==> src/stepper_defs.svh <==
// Constants for the stepper pulse mode sequencer: command codes, bit positions, resets
`ifndef STEPPER_DEFS_SVH
`define STEPPER_DEFS_SVH
// Command group in bits 7:6
`define GRP_START 2'h0
`define GRP_CTRL 2'h1
`define GRP_REGSEL 2'h2
`define GRP_OUTPUT 2'h3
// Start mode command codes and bits
`define CMD_STOP_NOW 8'h08
`define CMD_STOP_DECEL 8'h1D
`define CMD_START_RUN 8'h11
`define CMD_START_ACCEL 8'h15
`define CMD_START_LOW_INT 8'h30
`define START_GO_BIT 4
`define START_RUN_BIT 0
`define START_ACCEL_BIT 2
`define START_INT_BIT 5
`define START_STOP_BIT 3
// Control mode command bits (44h positioning, 45h origin with feed limit)
`define CTRL_ORIGIN_BIT 0
`define CTRL_SLOW_BIT 1
`define CTRL_FEED_BIT 2
`define CTRL_DIR_BIT 3
// Output mode command bit (E0h output, E2h masked)
`define OUT_MASK_BIT 1
// Register selection codes (low three bits of 80h..87h)
`define SEL_FEED 3'h0
`define SEL_START_SPD 3'h1
`define SEL_RUN_SPD 3'h2
`define SEL_ACCEL 3'h3
`define SEL_MULT 3'h4
`define SEL_ENV 3'h7
// Environment register bits (low byte 02h extended, 0Ah with auto ramp-down)
`define ENV_EXT_BIT 1
`define ENV_AUTO_RAMP_BIT 3
`define ENV_PSTP_BIT 8
// Widths and reset values
`define SPEED_W 13
`define MULT_W 10
`define ACCEL_W 16
`define DATA_W 24
`define SPEED_SHIFT 13
`define RST_START_SPD 13'h0001
`define RST_RUN_SPD 13'h0001
`define RST_ACCEL 16'h0001
`define RST_MULT 10'h258
`define RST_ENV 24'h000000
`endif

==> src/stepper_pkg.sv <==
// Types shared by the stepper pulse mode sequencer
package stepper_pkg;
  typedef enum logic [2:0] {
    ST_IDLE = 3'b001,
    ST_RUN = 3'b010,
    ST_DSTOP = 3'b100
  } run_state_e;

  typedef struct packed {
    logic direction_select_bit;
    logic max_feed_enable_bit;
    logic slowdown_enable_bit;
    logic origin_mode;
  } ctrl_mode_s;

  typedef struct packed {
    logic accel;
    logic use_run_speed;
    logic int_on_stop;
  } start_mode_s;
endpackage

==> src/pulse_rate_gen.sv <==
// Pulse rate generator: rate = speed * clock / (multiplier * 8192)
`include "stepper_defs.svh"
module pulse_rate_gen #(
  parameter int SPEED_W = `SPEED_W,
  parameter int MULT_W = `MULT_W
) (
  input wire logic core_clk, // System clock
  input wire logic reset_n, // Synchronous reset, active low
  input wire logic run, // Generate pulses while high
  input wire logic [SPEED_W-1:0] speed, // Speed setting
  input wire logic [MULT_W-1:0] mult, // Speed multiplier setting
  output logic tick_q // One cycle per generated pulse
);
  localparam int ACC_W = MULT_W + `SPEED_SHIFT + 1;
  logic [ACC_W-1:0] acc_q;
  logic [ACC_W-1:0] sum;
  logic [ACC_W-1:0] limit;

  // Rate accumulator; exact average rate, no divider needed
  assign limit = {1'b0, mult, {`SPEED_SHIFT{1'b0}}};
  assign sum = acc_q + {{(ACC_W-SPEED_W){1'b0}}, speed};

  always_ff @(posedge core_clk) begin
    if (!reset_n || !run) begin
      acc_q <= '0;
      tick_q <= 1'b0;
    end else if (sum >= limit) begin
      acc_q <= sum - limit;
      tick_q <= 1'b1;
    end else begin
      acc_q <= sum;
      tick_q <= 1'b0;
    end
  end
endmodule // pulse_rate_gen

==> src/stepper_pulse_mode_sequencer.sv <==
// Operating-mode sequencer: origin return, positioning and timer mode
`include "stepper_defs.svh"
// Operation
// - Origin return with slowdown: decelerate on slowdown low, stop on origin low.
// - Code 45h: origin return plus, stop on origin or feed count done.
// - Positioning: feed counter drops per pulse; stop at zero.
// - Start with feed zero: no motion, stop interrupt still given.
// - Direction bit: 0 plus, 1 minus.
// - Slowdown enable: 0 ignore input, 1 decelerate to start speed.
// - Pulse output control: 0 pulses out, 1 suppressed.
// - Position count stop: 0 count every pulse, 1 hold.
// - 44h positioning plus; E0h extended monitor with pulses.
// - Environment low byte 02h extended, 0Ah extended with auto ramp-down.
// - Codes 80h-84h, 87h select registers for following data bytes.
// - 11h run speed, 15h accelerate, 30h start speed with interrupt.
// - E2h timer mode: full count run, no pulses to motor.
// - Timer time is pulse period times preset count; stop interrupt.
// - Timer mode stops on count end, stop input or stop command, never on limit or origin.
// - Max-feed bit makes origin return count down feed counter.
// - Start with origin already low: no motion, interrupt still given.
module stepper_pulse_mode_sequencer
  import stepper_pkg::*;
(
  input wire logic core_clk, // 10 MHz system clock
  input wire logic reset_n, // Synchronous reset, active low
  input wire logic cmd_wr, // Command buffer write strobe
  input wire logic [7:0] cmd_data, // Command buffer byte
  input wire logic reg_wr, // Register write buffer strobe
  input wire logic [7:0] reg_data, // Register write buffer byte
  input wire logic origin_input_n, // Origin sensor pin, low active
  input wire logic slowdown_input_n, // Slowdown sensor pin, low active
  input wire logic stop_input_n, // Stop pin, low active
  input wire logic end_limit_input_n, // End limit pin, low active
  output logic pulse_out_q, // Motor pulse, one cycle each
  output logic dir_out_q, // Direction, high for minus
  output logic int_out_q, // Stop interrupt pulse
  output logic busy_q, // Motor running
  output logic [23:0] feed_amount_counter, // Feed amount counter
  output logic [23:0] current_position_counter, // Current position counter
  output logic ext_mode_q, // Extended-function mode
  output logic auto_ramp_q // Automatic ramp-down point mode
);
  ////////////////////////////////////////////////////////////////////////
  // Pin synchronisers: bit 0 origin, 1 slowdown, 2 stop, 3 end limit
  logic [3:0] pin_raw;
  logic [3:0] pin_meta_q;
  logic [3:0] pin_sync_q;
  assign pin_raw = {end_limit_input_n, stop_input_n, slowdown_input_n, origin_input_n};
  generate
    for (genvar i = 0; i < 4; i++) begin : g_sync
      always_ff @(posedge core_clk) begin
        if (!reset_n) begin
          pin_meta_q[i] <= 1'b1;
          pin_sync_q[i] <= 1'b1;
        end else begin
          pin_meta_q[i] <= pin_raw[i];
          pin_sync_q[i] <= pin_meta_q[i];
        end
      end
    end
  endgenerate
  logic origin_low, slow_low, stop_low, limit_low;
  assign origin_low = !pin_sync_q[0];
  assign slow_low = !pin_sync_q[1];
  assign stop_low = !pin_sync_q[2];
  assign limit_low = !pin_sync_q[3];

  ////////////////////////////////////////////////////////////////////////
  // Command decode
  logic grp_start, grp_ctrl, grp_sel, grp_out;
  logic is_start, is_istop, is_dstop;
  assign grp_start = cmd_wr && (cmd_data[7:6] == `GRP_START);
  assign grp_ctrl = cmd_wr && (cmd_data[7:6] == `GRP_CTRL);
  assign grp_sel = cmd_wr && (cmd_data[7:6] == `GRP_REGSEL);
  assign grp_out = cmd_wr && (cmd_data[7:6] == `GRP_OUTPUT);
  assign is_start = grp_start && cmd_data[`START_GO_BIT] && !cmd_data[`START_STOP_BIT];
  assign is_istop = cmd_wr && (cmd_data == `CMD_STOP_NOW);
  assign is_dstop = cmd_wr && (cmd_data == `CMD_STOP_DECEL);

  ctrl_mode_s ctrl_q;
  logic pulse_output_control_bit;
  // mode bits latched from control and output commands
  always_ff @(posedge core_clk) begin
    if (!reset_n) begin
      ctrl_q <= '0;
      pulse_output_control_bit <= 1'b0;
    end else begin
      if (grp_ctrl) begin
        ctrl_q.direction_select_bit <= cmd_data[`CTRL_DIR_BIT];
        ctrl_q.max_feed_enable_bit <= cmd_data[`CTRL_FEED_BIT];
        ctrl_q.slowdown_enable_bit <= cmd_data[`CTRL_SLOW_BIT];
        ctrl_q.origin_mode <= cmd_data[`CTRL_ORIGIN_BIT];
      end
      if (grp_out) begin
        pulse_output_control_bit <= cmd_data[`OUT_MASK_BIT];
      end
    end
  end

  ////////////////////////////////////////////////////////////////////////
  // Register selection and data bytes
  logic [2:0] sel_q;
  logic [23:0] shadow_q;
  logic [23:0] shadow_d;
  logic [12:0] start_speed_setting;
  logic [12:0] run_speed_setting;
  logic [15:0] accel_rate_setting;
  logic [9:0] speed_multiplier_setting;
  logic [23:0] env_q;
  assign shadow_d = {shadow_q[15:0], reg_data};

  // bytes shift in high first; each byte commits, so upper may be skipped
  always_ff @(posedge core_clk) begin
    if (!reset_n) begin
      sel_q <= `SEL_FEED;
      shadow_q <= '0;
      start_speed_setting <= `RST_START_SPD;
      run_speed_setting <= `RST_RUN_SPD;
      accel_rate_setting <= `RST_ACCEL;
      speed_multiplier_setting <= `RST_MULT;
      env_q <= `RST_ENV;
    end else if (grp_sel) begin
      sel_q <= cmd_data[2:0];
      shadow_q <= '0;
    end else if (reg_wr) begin
      shadow_q <= shadow_d;
      case (sel_q)
        `SEL_START_SPD: start_speed_setting <= shadow_d[12:0];
        `SEL_RUN_SPD: run_speed_setting <= shadow_d[12:0];
        `SEL_ACCEL: accel_rate_setting <= shadow_d[15:0];
        `SEL_MULT: speed_multiplier_setting <= shadow_d[9:0];
        `SEL_ENV: env_q <= shadow_d;
        default: ;
      endcase
    end
  end
  // mode flags straight from the environment register
  assign ext_mode_q = env_q[`ENV_EXT_BIT];
  assign auto_ramp_q = env_q[`ENV_AUTO_RAMP_BIT];

  ////////////////////////////////////////////////////////////////////////
  // Run control
  run_state_e state_q;
  start_mode_s smode_q;
  logic tick;
  logic counting, timer_mode, last_pulse, blocked, stop_now;
  logic [12:0] cur_speed_q;
  logic at_start_speed;
  logic feed_wr;
  assign feed_wr = reg_wr && !grp_sel && (sel_q == `SEL_FEED);
  // feed counter counts in positioning and feed-limited origin return
  assign counting = ctrl_q.max_feed_enable_bit;
  // timer mode is positioning with pulses masked
  assign timer_mode = counting && !ctrl_q.origin_mode && pulse_output_control_bit;
  assign last_pulse = tick && counting && (feed_amount_counter == 24'h000001);
  // refuse a start that would end at once
  assign blocked = (counting && (feed_amount_counter == '0)) ||
                   (ctrl_q.origin_mode && origin_low);
  // stop sources; timer mode ignores limit and origin
  assign stop_now = stop_low || is_istop || last_pulse ||
                    (!timer_mode && (limit_low || (ctrl_q.origin_mode && origin_low)));
  assign at_start_speed = (cur_speed_q <= start_speed_setting);

  // State machine; interrupt pulses on every stop when enabled
  always_ff @(posedge core_clk) begin
    if (!reset_n) begin
      state_q <= ST_IDLE;
      smode_q <= '0;
      int_out_q <= 1'b0;
      busy_q <= 1'b0;
    end else begin
      int_out_q <= 1'b0;
      case (state_q)
        ST_IDLE: begin
          // stop commands fall through here untouched
          if (is_start) begin
            smode_q.accel <= cmd_data[`START_ACCEL_BIT];
            smode_q.use_run_speed <= cmd_data[`START_RUN_BIT];
            smode_q.int_on_stop <= cmd_data[`START_INT_BIT];
            // no motion but interrupt still raised
            if (blocked) begin
              int_out_q <= cmd_data[`START_INT_BIT];
            end else begin
              state_q <= ST_RUN;
              busy_q <= 1'b1;
            end
          end
        end
        ST_RUN, ST_DSTOP: begin
          if (stop_now || (state_q == ST_DSTOP && at_start_speed)) begin
            state_q <= ST_IDLE;
            busy_q <= 1'b0;
            int_out_q <= smode_q.int_on_stop;
          end else if (is_dstop) begin
            state_q <= ST_DSTOP;
          end
        end
        default: begin
          state_q <= ST_IDLE;
          busy_q <= 1'b0;
        end
      endcase
    end
  end

  // Speed profile; ramps one step per accel_rate cycles, else jumps
  logic [15:0] ramp_cnt_q;
  logic slow_req;
  logic [12:0] target;
  // slowdown input only honoured when enabled
  assign slow_req = (ctrl_q.slowdown_enable_bit && slow_low) || (state_q == ST_DSTOP);
  assign target = (slow_req || !smode_q.use_run_speed) ? start_speed_setting : run_speed_setting;
  always_ff @(posedge core_clk) begin
    if (!reset_n || state_q == ST_IDLE) begin
      cur_speed_q <= start_speed_setting;
      ramp_cnt_q <= '0;
    end else if (!smode_q.accel) begin
      cur_speed_q <= target;
    end else if (ramp_cnt_q + 16'h0001 >= accel_rate_setting) begin
      ramp_cnt_q <= '0;
      if (cur_speed_q < target) begin
        cur_speed_q <= cur_speed_q + 13'h0001;
      end else if (cur_speed_q > target) begin
        cur_speed_q <= cur_speed_q - 13'h0001;
      end
    end else begin
      ramp_cnt_q <= ramp_cnt_q + 16'h0001;
    end
  end

  pulse_rate_gen #(
    .SPEED_W(`SPEED_W),
    .MULT_W(`MULT_W)
  ) u_rate (
    .core_clk(core_clk),
    .reset_n(reset_n),
    .run(state_q != ST_IDLE),
    .speed(cur_speed_q),
    .mult(speed_multiplier_setting),
    .tick_q(tick)
  );

  ////////////////////////////////////////////////////////////////////////
  // Counters and pins
  logic running;
  assign running = (state_q != ST_IDLE);
  // feed counter decrements per pulse; left at zero after a run that counts out
  always_ff @(posedge core_clk) begin
    if (!reset_n) begin
      feed_amount_counter <= '0;
    end else if (feed_wr) begin
      feed_amount_counter <= shadow_d;
    end else if (running && tick && counting && feed_amount_counter != '0) begin
      feed_amount_counter <= feed_amount_counter - 24'h000001;
    end
  end

  // position counts every pulse, even masked, unless held
  always_ff @(posedge core_clk) begin
    if (!reset_n) begin
      current_position_counter <= '0;
    end else if (running && tick && !env_q[`ENV_PSTP_BIT]) begin
      if (ctrl_q.direction_select_bit) begin
        current_position_counter <= current_position_counter - 24'h000001;
      end else begin
        current_position_counter <= current_position_counter + 24'h000001;
      end
    end
  end

  // pulses gated by the output control bit; direction out
  always_ff @(posedge core_clk) begin
    if (!reset_n) begin
      pulse_out_q <= 1'b0;
      dir_out_q <= 1'b0;
    end else begin
      pulse_out_q <= running && tick && !pulse_output_control_bit;
      dir_out_q <= ctrl_q.direction_select_bit;
    end
  end

  ////////////////////////////////////////////////////////////////////////
  // Checks
  a_feed_decrement: assert property (@(posedge core_clk) disable iff (!reset_n)
    running && tick && counting && !feed_wr && feed_amount_counter != '0
    |=> feed_amount_counter == $past(feed_amount_counter) - 24'h000001)
    else $error("feed counter did not step down");
  a_feed_end_stop: assert property (@(posedge core_clk) disable iff (!reset_n)
    running && last_pulse |=> state_q == ST_IDLE && !busy_q)
    else $error("run did not end at last pulse");
  a_zero_start: assert property (@(posedge core_clk) disable iff (!reset_n)
    state_q == ST_IDLE && is_start && counting && feed_amount_counter == '0
    |=> state_q == ST_IDLE && int_out_q == $past(cmd_data[`START_INT_BIT]))
    else $error("start with zero feed misbehaved");
  a_origin_start: assert property (@(posedge core_clk) disable iff (!reset_n)
    state_q == ST_IDLE && is_start && ctrl_q.origin_mode && origin_low
    |=> !busy_q)
    else $error("started with origin low");
  a_origin_stop: assert property (@(posedge core_clk) disable iff (!reset_n)
    running && ctrl_q.origin_mode && origin_low && !timer_mode |=> state_q == ST_IDLE)
    else $error("origin did not stop motion");
  a_mask_pulse: assert property (@(posedge core_clk) disable iff (!reset_n)
    pulse_output_control_bit && $past(pulse_output_control_bit) |-> !pulse_out_q)
    else $error("pulse escaped while masked");
  a_pos_hold: assert property (@(posedge core_clk) disable iff (!reset_n)
    env_q[`ENV_PSTP_BIT] |=> $stable(current_position_counter))
    else $error("position counted while held");
  a_timer_ignore: assert property (@(posedge core_clk) disable iff (!reset_n)
    state_q == ST_RUN && timer_mode && !stop_low && !is_istop && !last_pulse
    |=> running)
    else $error("timer stopped by limit or origin");
  a_idle_stop: assert property (@(posedge core_clk) disable iff (!reset_n)
    state_q == ST_IDLE && is_istop && !reg_wr
    |=> $stable(feed_amount_counter) && !int_out_q && !busy_q)
    else $error("idle stop had an effect");
  a_dir_follow: assert property (@(posedge core_clk) disable iff (!reset_n)
    grp_ctrl |=> ##1 dir_out_q == $past(cmd_data[`CTRL_DIR_BIT], 2))
    else $error("direction not taken");
endmodule // stepper_pulse_mode_sequencer

==> config.mk <==
export PLATFORM = sky130hd
export DESIGN_NAME = stepper_pulse_mode_sequencer
export DESIGN_NICKNAME = d
export VERILOG_FILES = /design/src/stepper_pkg.sv /design/src/pulse_rate_gen.sv /design/src/stepper_pulse_mode_sequencer.sv
export VERILOG_INCLUDE_DIRS = /design/src
export SDC_FILE = /design/constraint.sdc
export NUM_CORES = 1
export LEC_CHECK = 0
export BUFFER_PORTS_ARGS = -buffer_cell sky130_fd_sc_hd__buf_2
export CORE_UTILIZATION = 30
export CTS_CLUSTER_DIAMETER = 60
export CTS_CLUSTER_SIZE = 8
export DETAILED_ROUTE_END_ITERATION = 8
export PLACE_DENSITY = 0.56
export SETUP_SLACK_MARGIN = 0.1
export SYNTH_ARGS = -nofsm -noshare
export SYNTH_HDL_FRONTEND = slang
export SYNTH_SLANG_ARGS = --single-unit
==> constraint.sdc <==
create_clock -name core_clk -period 7.43 [get_ports core_clk]
set_input_delay 0.743 -clock core_clk [delete_from_list [all_inputs] [get_ports core_clk]]
set_output_delay 0.743 -clock core_clk [all_outputs]
set_load 0.005 [all_outputs]
Word-level counts from Yosys, hierarchy flattened
Index checks and enable logic that the tools add are counted.

operators by class
  add/subtract/negate cells = 8
  magnitude comparators = 5
  equal/unequal tests = 21
  mux-type cells = 25
  bitwise operators = 2
  reductions and logical operators = 63

operators with widths
  operator                 count
  $mux W24                 4
  $mux W13                 6
  $sub A24 B1 Y24 const B  2
  $add A24 B1 Y24 const B  1
  $add A24 B13 Y24         1
  $eq A24 B1 Y1 const B    1
  $ge A24 B23 Y1           1
  $logic_and A1 B1 Y1      24
  $logic_not A24 Y1        1
  $reduce_bool A24 Y1      1
  $sub A24 B23 Y24         1
  $reduce_and A3 Y1        7
  $add A16 B1 Y16 const B  1
  $ge A16 B16 Y1           1
  $mux W16                 1
  $add A13 B1 Y13 const B  1
  $gt A13 B13 Y1           1
  $le A13 B13 Y1           1
  $logic_not A1 Y1         13
  $lt A13 B13 Y1           1
  $sub A13 B1 Y13 const B  1
  $mux W3                  4
  $logic_or A1 B1 Y1       10
  $eq A3 B2 Y1 const B     3
  19 further kinds         36

storage, ports and cells
  register bits after elaboration = 205
  input bits = 24
  output and inout port bits = 54

Longest topological paths before layout
Gate-level depths: netlist of run 1.

  depth in word-level cells = 11
  mapped depth = 20
  gate-level depth less buffers = 19

Hierarchy
Synthesis of run 1 repeated with hierarchy kept, for this count alone.

unflattened totals
  cell total of the unflattened synthesis = 1386
  area, all modules = 11975.2 sq um

modules (own cells, without submodules)
  module                        instances  cells an instance  area each (sq um)
  stepper_pulse_mode_sequencer  1          1121               9793.1
  pulse_rate_gen                1          265                2182.1

Worst setup path before layout of run 1
No wires, ideal clock.

  kind = reg2reg
  start = register state_q[2]
  end = register cur_speed_q[9], data pin
  arrival = 4.980 ns
  required time = 7.163 ns
  path slack = 2.183 ns
  stages on the path, launching flop included = 21
  buffers on the path = 1
  period minus slack after synthesis = 5.247 ns
  path through = dfxtp_1 or3b_2 nand3_1 buf_2 mux2i_1 ha_1 nor2b_1 o21a_1 o21ai_0 a21oi_1 a21oi_1 o21ai_0 ha_1 a21o_1 a21oi_1 o21bai_1 a2111o_1 a41oi_1 xnor2_1 a211oi_1 a21oi_1

between the ends
  word-level cells in the longest chain between the ends = 9
  elaborated cells between the ends (all ways) = 11
  those cells by class = order compare: 1; eq/ne: 2; mux: 5; reduce/logical: 3

RTL lines
  what                    RTL line                             RTL
  start, declared         stepper_pulse_mode_sequencer.sv:143  run_state_e state_q;
  start signal, assigned  stepper_pulse_mode_sequencer.sv:167  state_q <= ST_IDLE;
  start signal, assigned  stepper_pulse_mode_sequencer.sv:184  state_q <= ST_RUN;
  start signal, assigned  stepper_pulse_mode_sequencer.sv:191  state_q <= ST_IDLE;
  $eq A3 B3 Y1            stepper_pulse_mode_sequencer.sv:211  assign slow_req = (ctrl_q.slowdown_enable_bit && slow_low) || (state_q == ST_DSTOP);
  $logic_or A1 B1 Y1      stepper_pulse_mode_sequencer.sv:211
  $logic_or A1 B1 Y1      stepper_pulse_mode_sequencer.sv:212  assign target = (slow_req || !smode_q.use_run_speed) ? start_speed_setting : run_speed_setting;
  $mux W13                stepper_pulse_mode_sequencer.sv:212
  $lt A13 B13 Y1          stepper_pulse_mode_sequencer.sv:221  if (cur_speed_q < target) begin
  $mux W13                stepper_pulse_mode_sequencer.sv:221
  $mux W13                stepper_pulse_mode_sequencer.sv:219  end else if (ramp_cnt_q + 16'h0001 >= accel_rate_setting) begin
  $mux W13                stepper_pulse_mode_sequencer.sv:217  end else if (!smode_q.accel) begin
  $mux W13 *              stepper_pulse_mode_sequencer.sv:214  if (!reset_n || state_q == ST_IDLE) begin
  end signal, assigned    stepper_pulse_mode_sequencer.sv:215  cur_speed_q <= start_speed_setting;
  end signal, assigned    stepper_pulse_mode_sequencer.sv:218  cur_speed_q <= target;
  end signal, assigned    stepper_pulse_mode_sequencer.sv:222  cur_speed_q <= cur_speed_q + 13'h0001;
  end, declared           stepper_pulse_mode_sequencer.sv:147  logic [12:0] cur_speed_q;

Mark *: on every way between the ends. The rest lies on a longest branch, timed or not. The select of a mux whose other input is x is not followed.
A chain may end at the register's enable or synchronous reset.

Final worst setup path of run 1
Ends and elaborated chain as after synthesis.

==> reports/metrics.csv, run 1 <==
stage;metric;value;unit
floorplanning;die_y;201;um
floorplanning;rows;72;
setup_path;cp.arrival;5.50;ns
cts;ctsHoldBuffers;0;
place;place_worst_setup_slack;2.15;ns
global_routing;grt_max_degree;90;
cts;cts-root-buf;clkbuf_16;
synthesis;syn_area;11900;um^2
cts;cts_tree;built;
synthesis;async_flop_share;0;
cells_and_area;final_cell_area;13300;um^2
cts;htree_levels;4;
detailed_routing;ant_nets;0;
sta;worstMarginPinSlew;1.02;ns
cts;cts_buffers;17;
global_routing;grt_overflow;0;
cts;insertion_delay;0.44;ns
detailed_routing;routedWlPerCell;15.7;um
synthesis;synth_mux_area_frac;0.0693;
synthesis;synthesis.nets;1526;
global_routing;antenna_found_initial;0;
synthesis;synth_area_per_cell;8.50;um^2
synthesis;ys_seq_area_frac;0.347;
cells_and_area;final_core_util;0.344;
place;dpl.hpwl;23000;um
floorplanning;coreArea;38800;um^2
place;portBuffers;77;
sta;relSlewSlack;0.315;
synthesis;ys.warnings.count;0;
sta;slew_viol_final;0;
floorplanning;io_pins;78;
cells_and_area;seqCellArea;4110;um^2
synthesis;ys_ff_latch;199;
cts;post-cts-setup-buffers;0;
floorplanning;die_x;201;um
cts;ctsResizeCount;0;
place;gp_congestion;0.881;
detailed_routing;vias_per_cell;5.05;
global_routing;track_usage;0.155;
cells_and_area;fill_cells;4011;
setup_path;cp-start-kind;register;
sta;tns;0;ns
sta;rsz0062_at_grt;no;
cts;cts.sinks;199;
synthesis;yosys.area_share.simple;0.190;
synthesis;synth_adder_area_share;0.114;
synthesis;synth_xor_area_frac;0.0657;
setup_path;path_class;register to register;
cells_and_area;layout-drive-gt1-share;0.103;
synthesis;synth_edf_count;13;
detailed_routing;drcViolationCount;0;
place;postPlaceCellArea;12800;um^2
sta;layout_min_cycle_time;5.33;ns
synthesis;synth-compound-area-share;0.177;
power_and_ir_drop;power_density;209;nW/um^2
cells_and_area;syn2layout_area_growth;12.4;%
floorplanning;initial_utilization;0.306;
cells_and_area;n_antenna_cell;0;
setup_path;crit_path_end_kind;register;
cts;clk_pin_slew;0.07;ns
cells_and_area;nets;1583;
sta;clock_skew;0.0148;ns
sta;finalCritPeriodShare;0.717;
global_routing;grt_pass1_vias;9613;
detailed_routing;drtIter0Drc;624;
synthesis;synth_top_family_by_area;simple AND/OR/NAND/NOR gates;
sta;max_freq;188;MHz
power_and_ir_drop;irDropWorstVdd;150;uV
flow_run;drv_cap;0;
floorplanning;die_area;40400;um^2
setup_path;critPathRequiredTime;7.61;ns
detailed_routing;routed_wirelength;31200;um
detailed_routing;dr.pass1.iters;7;
synthesis;postSynthCellCount;1396;
global_routing;grt_pass1_wl;50900;um
power_and_ir_drop;leakagePower;5.85;nW
cells_and_area;multi_input_area;7320;um^2
setup_path;path_max_fanout;14;
synthesis;synth_cell_types;80;
sta;hold_viol;0;
detailed_routing;vias;10000;
sta;setup-violations-final;0;
cts;clock_path_buffers;2;
synthesis;synthFlopType;dfxtp_1;
sta;layout_setup_ws;2.10;ns
hold_path;min-delay-path-class;register to register;
run_status;outcome;completed;
[cell families (layout without fill, tap and decap cells)]
logic type	Yosys count	in the layout
compound gates	328	328
xor+xnor	89	89
fa+ha+maj	106	106
buf+inv	113	183
flops	199	199
mux	82	82
simple gates	479	479
[flip-flops by register name (all words and copies together) (netlist names), 3 cells and up]
register	flops
current_position_counter	24
feed_amount_counter	24
u_rate.acc_q	24
accel_rate_setting	16
ramp_cnt_q	16
shadow_q	16
cur_speed_q	13
run_speed_setting	13
start_speed_setting	13
speed_multiplier_setting	10
pin_meta_q	4
pin_sync_q	4
ctrl_q	3
env_q	3
sel_q	3
smode_q	3
state_q	3
[path summary, 6_finish.rpt]
kind | startpoint | end | slack (ns) | cells after the start
worst max-delay path | state_q[2]$_SDFFE_PN0P_ | cur_speed_q[9]$_DFFE_PP_ | 2.10 | 20
worst min-delay path | pin_meta_q[3]$_SDFF_PN1_ | pin_sync_q[3]$_SDFF_PN1_ | 0.41 | 1
worst max register to register | state_q[2]$_SDFFE_PN0P_ | cur_speed_q[9]$_DFFE_PP_ | 2.10 | 20
worst min register to register | pin_meta_q[3]$_SDFF_PN1_ | pin_sync_q[3]$_SDFF_PN1_ | 0.41 | 1
[power by group]
part / switching [mW] / internal [mW]
registers: 0.0512 / 1.12
logic: 0.422 / 0.314
clock network: 0.435 / 0.453
[per-layer routing]
layer,global-route usage,vias to the layer above,wire length [um]
li1,-,5067,-
met1,0.204,4735,15000
met2,0.263,183,14700
met3,0.0244,30,1060
met4,0.0406,0,473
met5,0,-,0
[cell type report]
type | instances | area share
Tap cell | 518 | 0.0486
Multi-Input combinational cell | 1084 | 0.549
Clock inverter | 11 | 0.00666
Sequential cell | 199 | 0.308
Clock buffer | 21 | 0.0345
Timing Repair Buffer | 90 | 0.0362
Inverter | 61 | 0.0172
[worst max-delay path, stage by stage (launching register included)]
cell      delay [ns]
dfxtp_1         0.40
or3b_2          0.50
nand3_1         0.64
mux2i_1         0.31
ha_1            0.28
nor2b_1         0.14
o21a_1          0.16
o21ai_0         0.14
a21oi_1         0.10
a21oi_1         0.17
o21ai_0         0.10
buf_4           0.22
ha_1            0.28
a21o_1          0.17
a21oi_1         0.23
o21bai_1        0.12
a2111o_1        0.46
a41oi_1         0.27
xnor2_1         0.09
a211oi_1        0.23
a21oi_1         0.06
[metrics by stage]
stage | total power, mW | hold slack, ns | cells
2_1_floorplan | 1.73 | 0.386 | 1396
3_3_place_gp | 1.91 | 0.390 | 1952
3_5_place_dp | 1.92 | 0.393 | 1952
4_1_cts | 2.81 | 0.411 | 1984
5_1_grt | 2.95 | 0.422 | 1984
6_report | 2.79 | 0.409 | 1984
[layout by cell type (no fill, tap or decap), types with 9 or more instances in the layout]
| cell | n |
|---|---|
| nor2b_1 | 11 |
| buf_2 | 77 |
| nand2b_1 | 19 |
| xor2_1 | 26 |
| o21ai_0 | 64 |
| a22o_1 | 11 |
| nor2_1 | 144 |
| clkbuf_16 | 17 |
| nor3_1 | 25 |
| o21a_1 | 14 |
| buf_4 | 13 |
| nand4_1 | 20 |
| ha_1 | 102 |
| a211oi_1 | 15 |
| inv_1 | 60 |
| nand2_1 | 154 |
| nor4_1 | 9 |
| dfxtp_1 | 186 |
| edfxtp_1 | 13 |
| a21oi_1 | 120 |
| o211ai_1 | 10 |
| and3_1 | 9 |
| nand3_1 | 36 |
| mux2i_1 | 80 |
| a21o_1 | 31 |
| or3_1 | 9 |
| xnor2_1 | 63 |
| a31oi_1 | 12 |
[Yosys cell counts (8+ instances only)]
cell,count,area share
a211oi_1,15,0.0095
a21o_1,31,0.020
a21oi_1,121,0.051
a22o_1,11,0.0081
a31oi_1,12,0.0063
and2_1,8,0.0042
and3_1,9,0.0047
clkbuf_1,42,0.013
dfxtp_1,186,0.31
edfxtp_1,13,0.033
ha_1,102,0.11
inv_1,60,0.019
mux2i_1,80,0.067
nand2_1,154,0.049
nand2b_1,19,0.010
nand3_1,36,0.015
nand4_1,20,0.011
nor2_1,144,0.046
nor2b_1,11,0.0058
nor3_1,25,0.011
nor4_1,9,0.0047
o211ai_1,10,0.0063
o21a_1,14,0.0089
o21ai_0,64,0.027
or3_1,9,0.0047
xnor2_1,63,0.046
xor2_1,26,0.019
No activity file was read; power rests on OpenSTA's default activity.
==> inputs of run 2 (changes only) <==
Clock period 7.43 ns to 5.1 ns, I/O delays scaled along.
==> run 2 against run 1 <==
Fmax increased by 11%. Largest cell class unchanged. Flip-flop and latch count did not move. Largest power group unchanged. First-iteration DRC count is 22% lower. Clock-buffer cell count decreased by 2. Total power up 51%. Combinational power up 54%.
==> reports/metrics.csv, run 2 (same netlist as run 1, synthesis figures left out) <==
stage;metric;value;unit
sta;clock_skew;0.0177;ns
place;postPlaceCellArea;12800;um^2
detailed_routing;vias;9971;
power_and_ir_drop;irDropWorstVdd;189;uV
detailed_routing;routedWlPerCell;15.7;um
cts;cts_tree;built;
floorplanning;die_x;201;um
detailed_routing;vias_per_cell;5.01;
power_and_ir_drop;clkPwrFrac;0.330;
floorplanning;coreArea;38800;um^2
sta;rsz0062_at_grt;no;
cells_and_area;final_cell_area;13500;um^2
setup_path;critPathRequiredTime;5.30;ns
cts;insertion_delay;0.46;ns
power_and_ir_drop;p_int;2.85;mW
floorplanning;die_area;40400;um^2
detailed_routing;ant_nets;0;
sta;finalCritPeriodShare;0.938;
cells_and_area;final_common_cell;dfxtp_1;
floorplanning;initial_utilization;0.306;
cells_and_area;fill_cells;4041;
sta;relSlewSlack;0.340;
cts;ctsHoldBuffers;0;
floorplanning;rows;72;
sta;worstMarginPinSlew;0.990;ns
cts;htree_levels;4;
floorplanning;io_pins;78;
cells_and_area;layout_common_cells;dfxtp_1 (186), nand2_1 (154), nor2_1 (144), a21oi_1 (119), ha_1 (102);
sta;layout_min_cycle_time;4.78;ns
detailed_routing;routed_wirelength;31200;um
cts;cts-root-buf;clkbuf_16;
cts;cts.sinks;199;
place;dpl.hpwl;22900;um
setup_path;cp-start-kind;register;
setup_path;cp.arrival;4.98;ns
sta;setup-violations-final;0;
power_and_ir_drop;sw_frac_of_total;0.326;
sta;slew_viol_final;0;
place;dp.cells;1957;
detailed_routing;dr.pass1.iters;4;
cells_and_area;layoutNonFillerInstCount;1990;
power_and_ir_drop;power_density;314;nW/um^2
cells_and_area;syn2layout_area_growth;13.5;%
cells_and_area;top_regs;current_position_counter (24), feed_amount_counter (24), u_rate.acc_q (24);
cts;clock_path_buffers;2;
sta;layout_setup_ws;0.318;ns
power_and_ir_drop;leakagePower;5.89;nW
cts;clk_pin_slew;0.07;ns
power_and_ir_drop;power_switching;1.38;mW
place;gp_congestion;0.877;
detailed_routing;drtIter0Drc;484;
setup_path;path_max_fanout;8;
global_routing;grt_max_degree;90;
global_routing;antenna_found_initial;1;
flow_run;drv_cap;0;
place;portBuffers;77;
sta;tns;0;ns
detailed_routing;drcViolationCount;0;
global_routing;grt_pass1_wl;51400;um
cells_and_area;nets;1588;
global_routing;grt_overflow;0;
power_and_ir_drop;share_comb_of_total_power;0.268;
hold_path;min-delay-path-class;input pin to register;
sta;max_freq;209;MHz
setup_path;path_class;register to register;
global_routing;grt_pass1_vias;9725;
sta;hold_viol;0;
sta;holdWs;0.245;ns
cells_and_area;layout-drive-gt1-share;0.113;
global_routing;track_usage;0.156;
cts;cts_buffers;17;
power_and_ir_drop;p_seq_frac;0.402;
setup_path;crit_path_end_kind;register;
floorplanning;die_y;201;um
run_status;outcome;completed;
place;place_worst_setup_slack;0.159;ns
run 2: routing by layer:
layer	track usage	vias to the layer above	share of wire
met4	0.0425	0	0.012
li1	-	5077	-
met3	0.0221	25	0.033
met5	0	-	0
met1	0.204	4691	0.48
met2	0.268	178	0.48
run 2: what timing repair did:
item / in CTS / in global routing
setup buffers: 0 / 0
pin swaps: 0 / 1
setup endpoints to repair: 1 / 16
resized for setup: 1 / 11
run 2: through the flow:
step / utilization / power (mW)
6_report: 0.347 / 4.23
4_1_cts: 0.346 / 4.22
3_5_place_dp: 0.331 / 2.82
2_1_floorplan: - / 2.53
5_1_grt: 0.347 / 4.43
3_3_place_gp: 0.331 / 2.80
run 2: final timing paths:
path                                 start                        end  slack (ns)  cells after the start
setup / recovery   state_q[2]$_SDFFE_PN0P_  cur_speed_q[10]$_DFFE_PP_        0.32                     20
hold / removal                stop_input_n   pin_meta_q[2]$_SDFF_PN1_        0.24                      2
setup reg to reg   state_q[2]$_SDFFE_PN0P_  cur_speed_q[10]$_DFFE_PP_        0.32                     20
hold reg to reg   pin_meta_q[3]$_SDFF_PN1_   pin_sync_q[3]$_SDFF_PN1_        0.41                      1
run 2: cell type report:
| class | count | area (um^2) | area share |
|---|---|---|---|
| multi-input cells | 1084 | 7370 | 0.547 |
| flip-flops and latches | 199 | 4110 | 0.305 |
| well taps | 518 | 648 | 0.0481 |
| repair buffers | 95 | 520 | 0.0386 |
| clock buffers | 19 | 443 | 0.0329 |
| inverters | 61 | 229 | 0.0170 |
| clock inverters | 13 | 144 | 0.0107 |
| diodes | 1 | 2.50 | 0.000186 |
run 2: power groups by stage:
stage	clock, mW	sequential [mW]	combinational (mW)
global route	1.48	1.71	1.25
detailed placement	0	1.73	1.09
CTS	1.42	1.70	1.10
finish	1.40	1.70	1.13
global placement	0	1.73	1.07
floorplan	0	1.71	0.821
run 2: critical path, cell delays in order, from the launching register on:
cell and delay (ns):
dfxtp_1 0.42, or3b_2 0.52, nand3_4 0.18, mux2i_1 0.25, ha_1 0.27, nor2b_1 0.13, o21a_1 0.15, o21ai_0 0.14
a21oi_1 0.11, a21oi_1 0.21, o21ai_2 0.10, buf_4 0.19, fa_1 0.41, a21oi_1 0.15, o21bai_1 0.10, a21oi_1 0.22
o21ai_1 0.14, a21oi_1 0.22, o21ai_0 0.17, mux2i_1 0.16, a211o_1 0.27
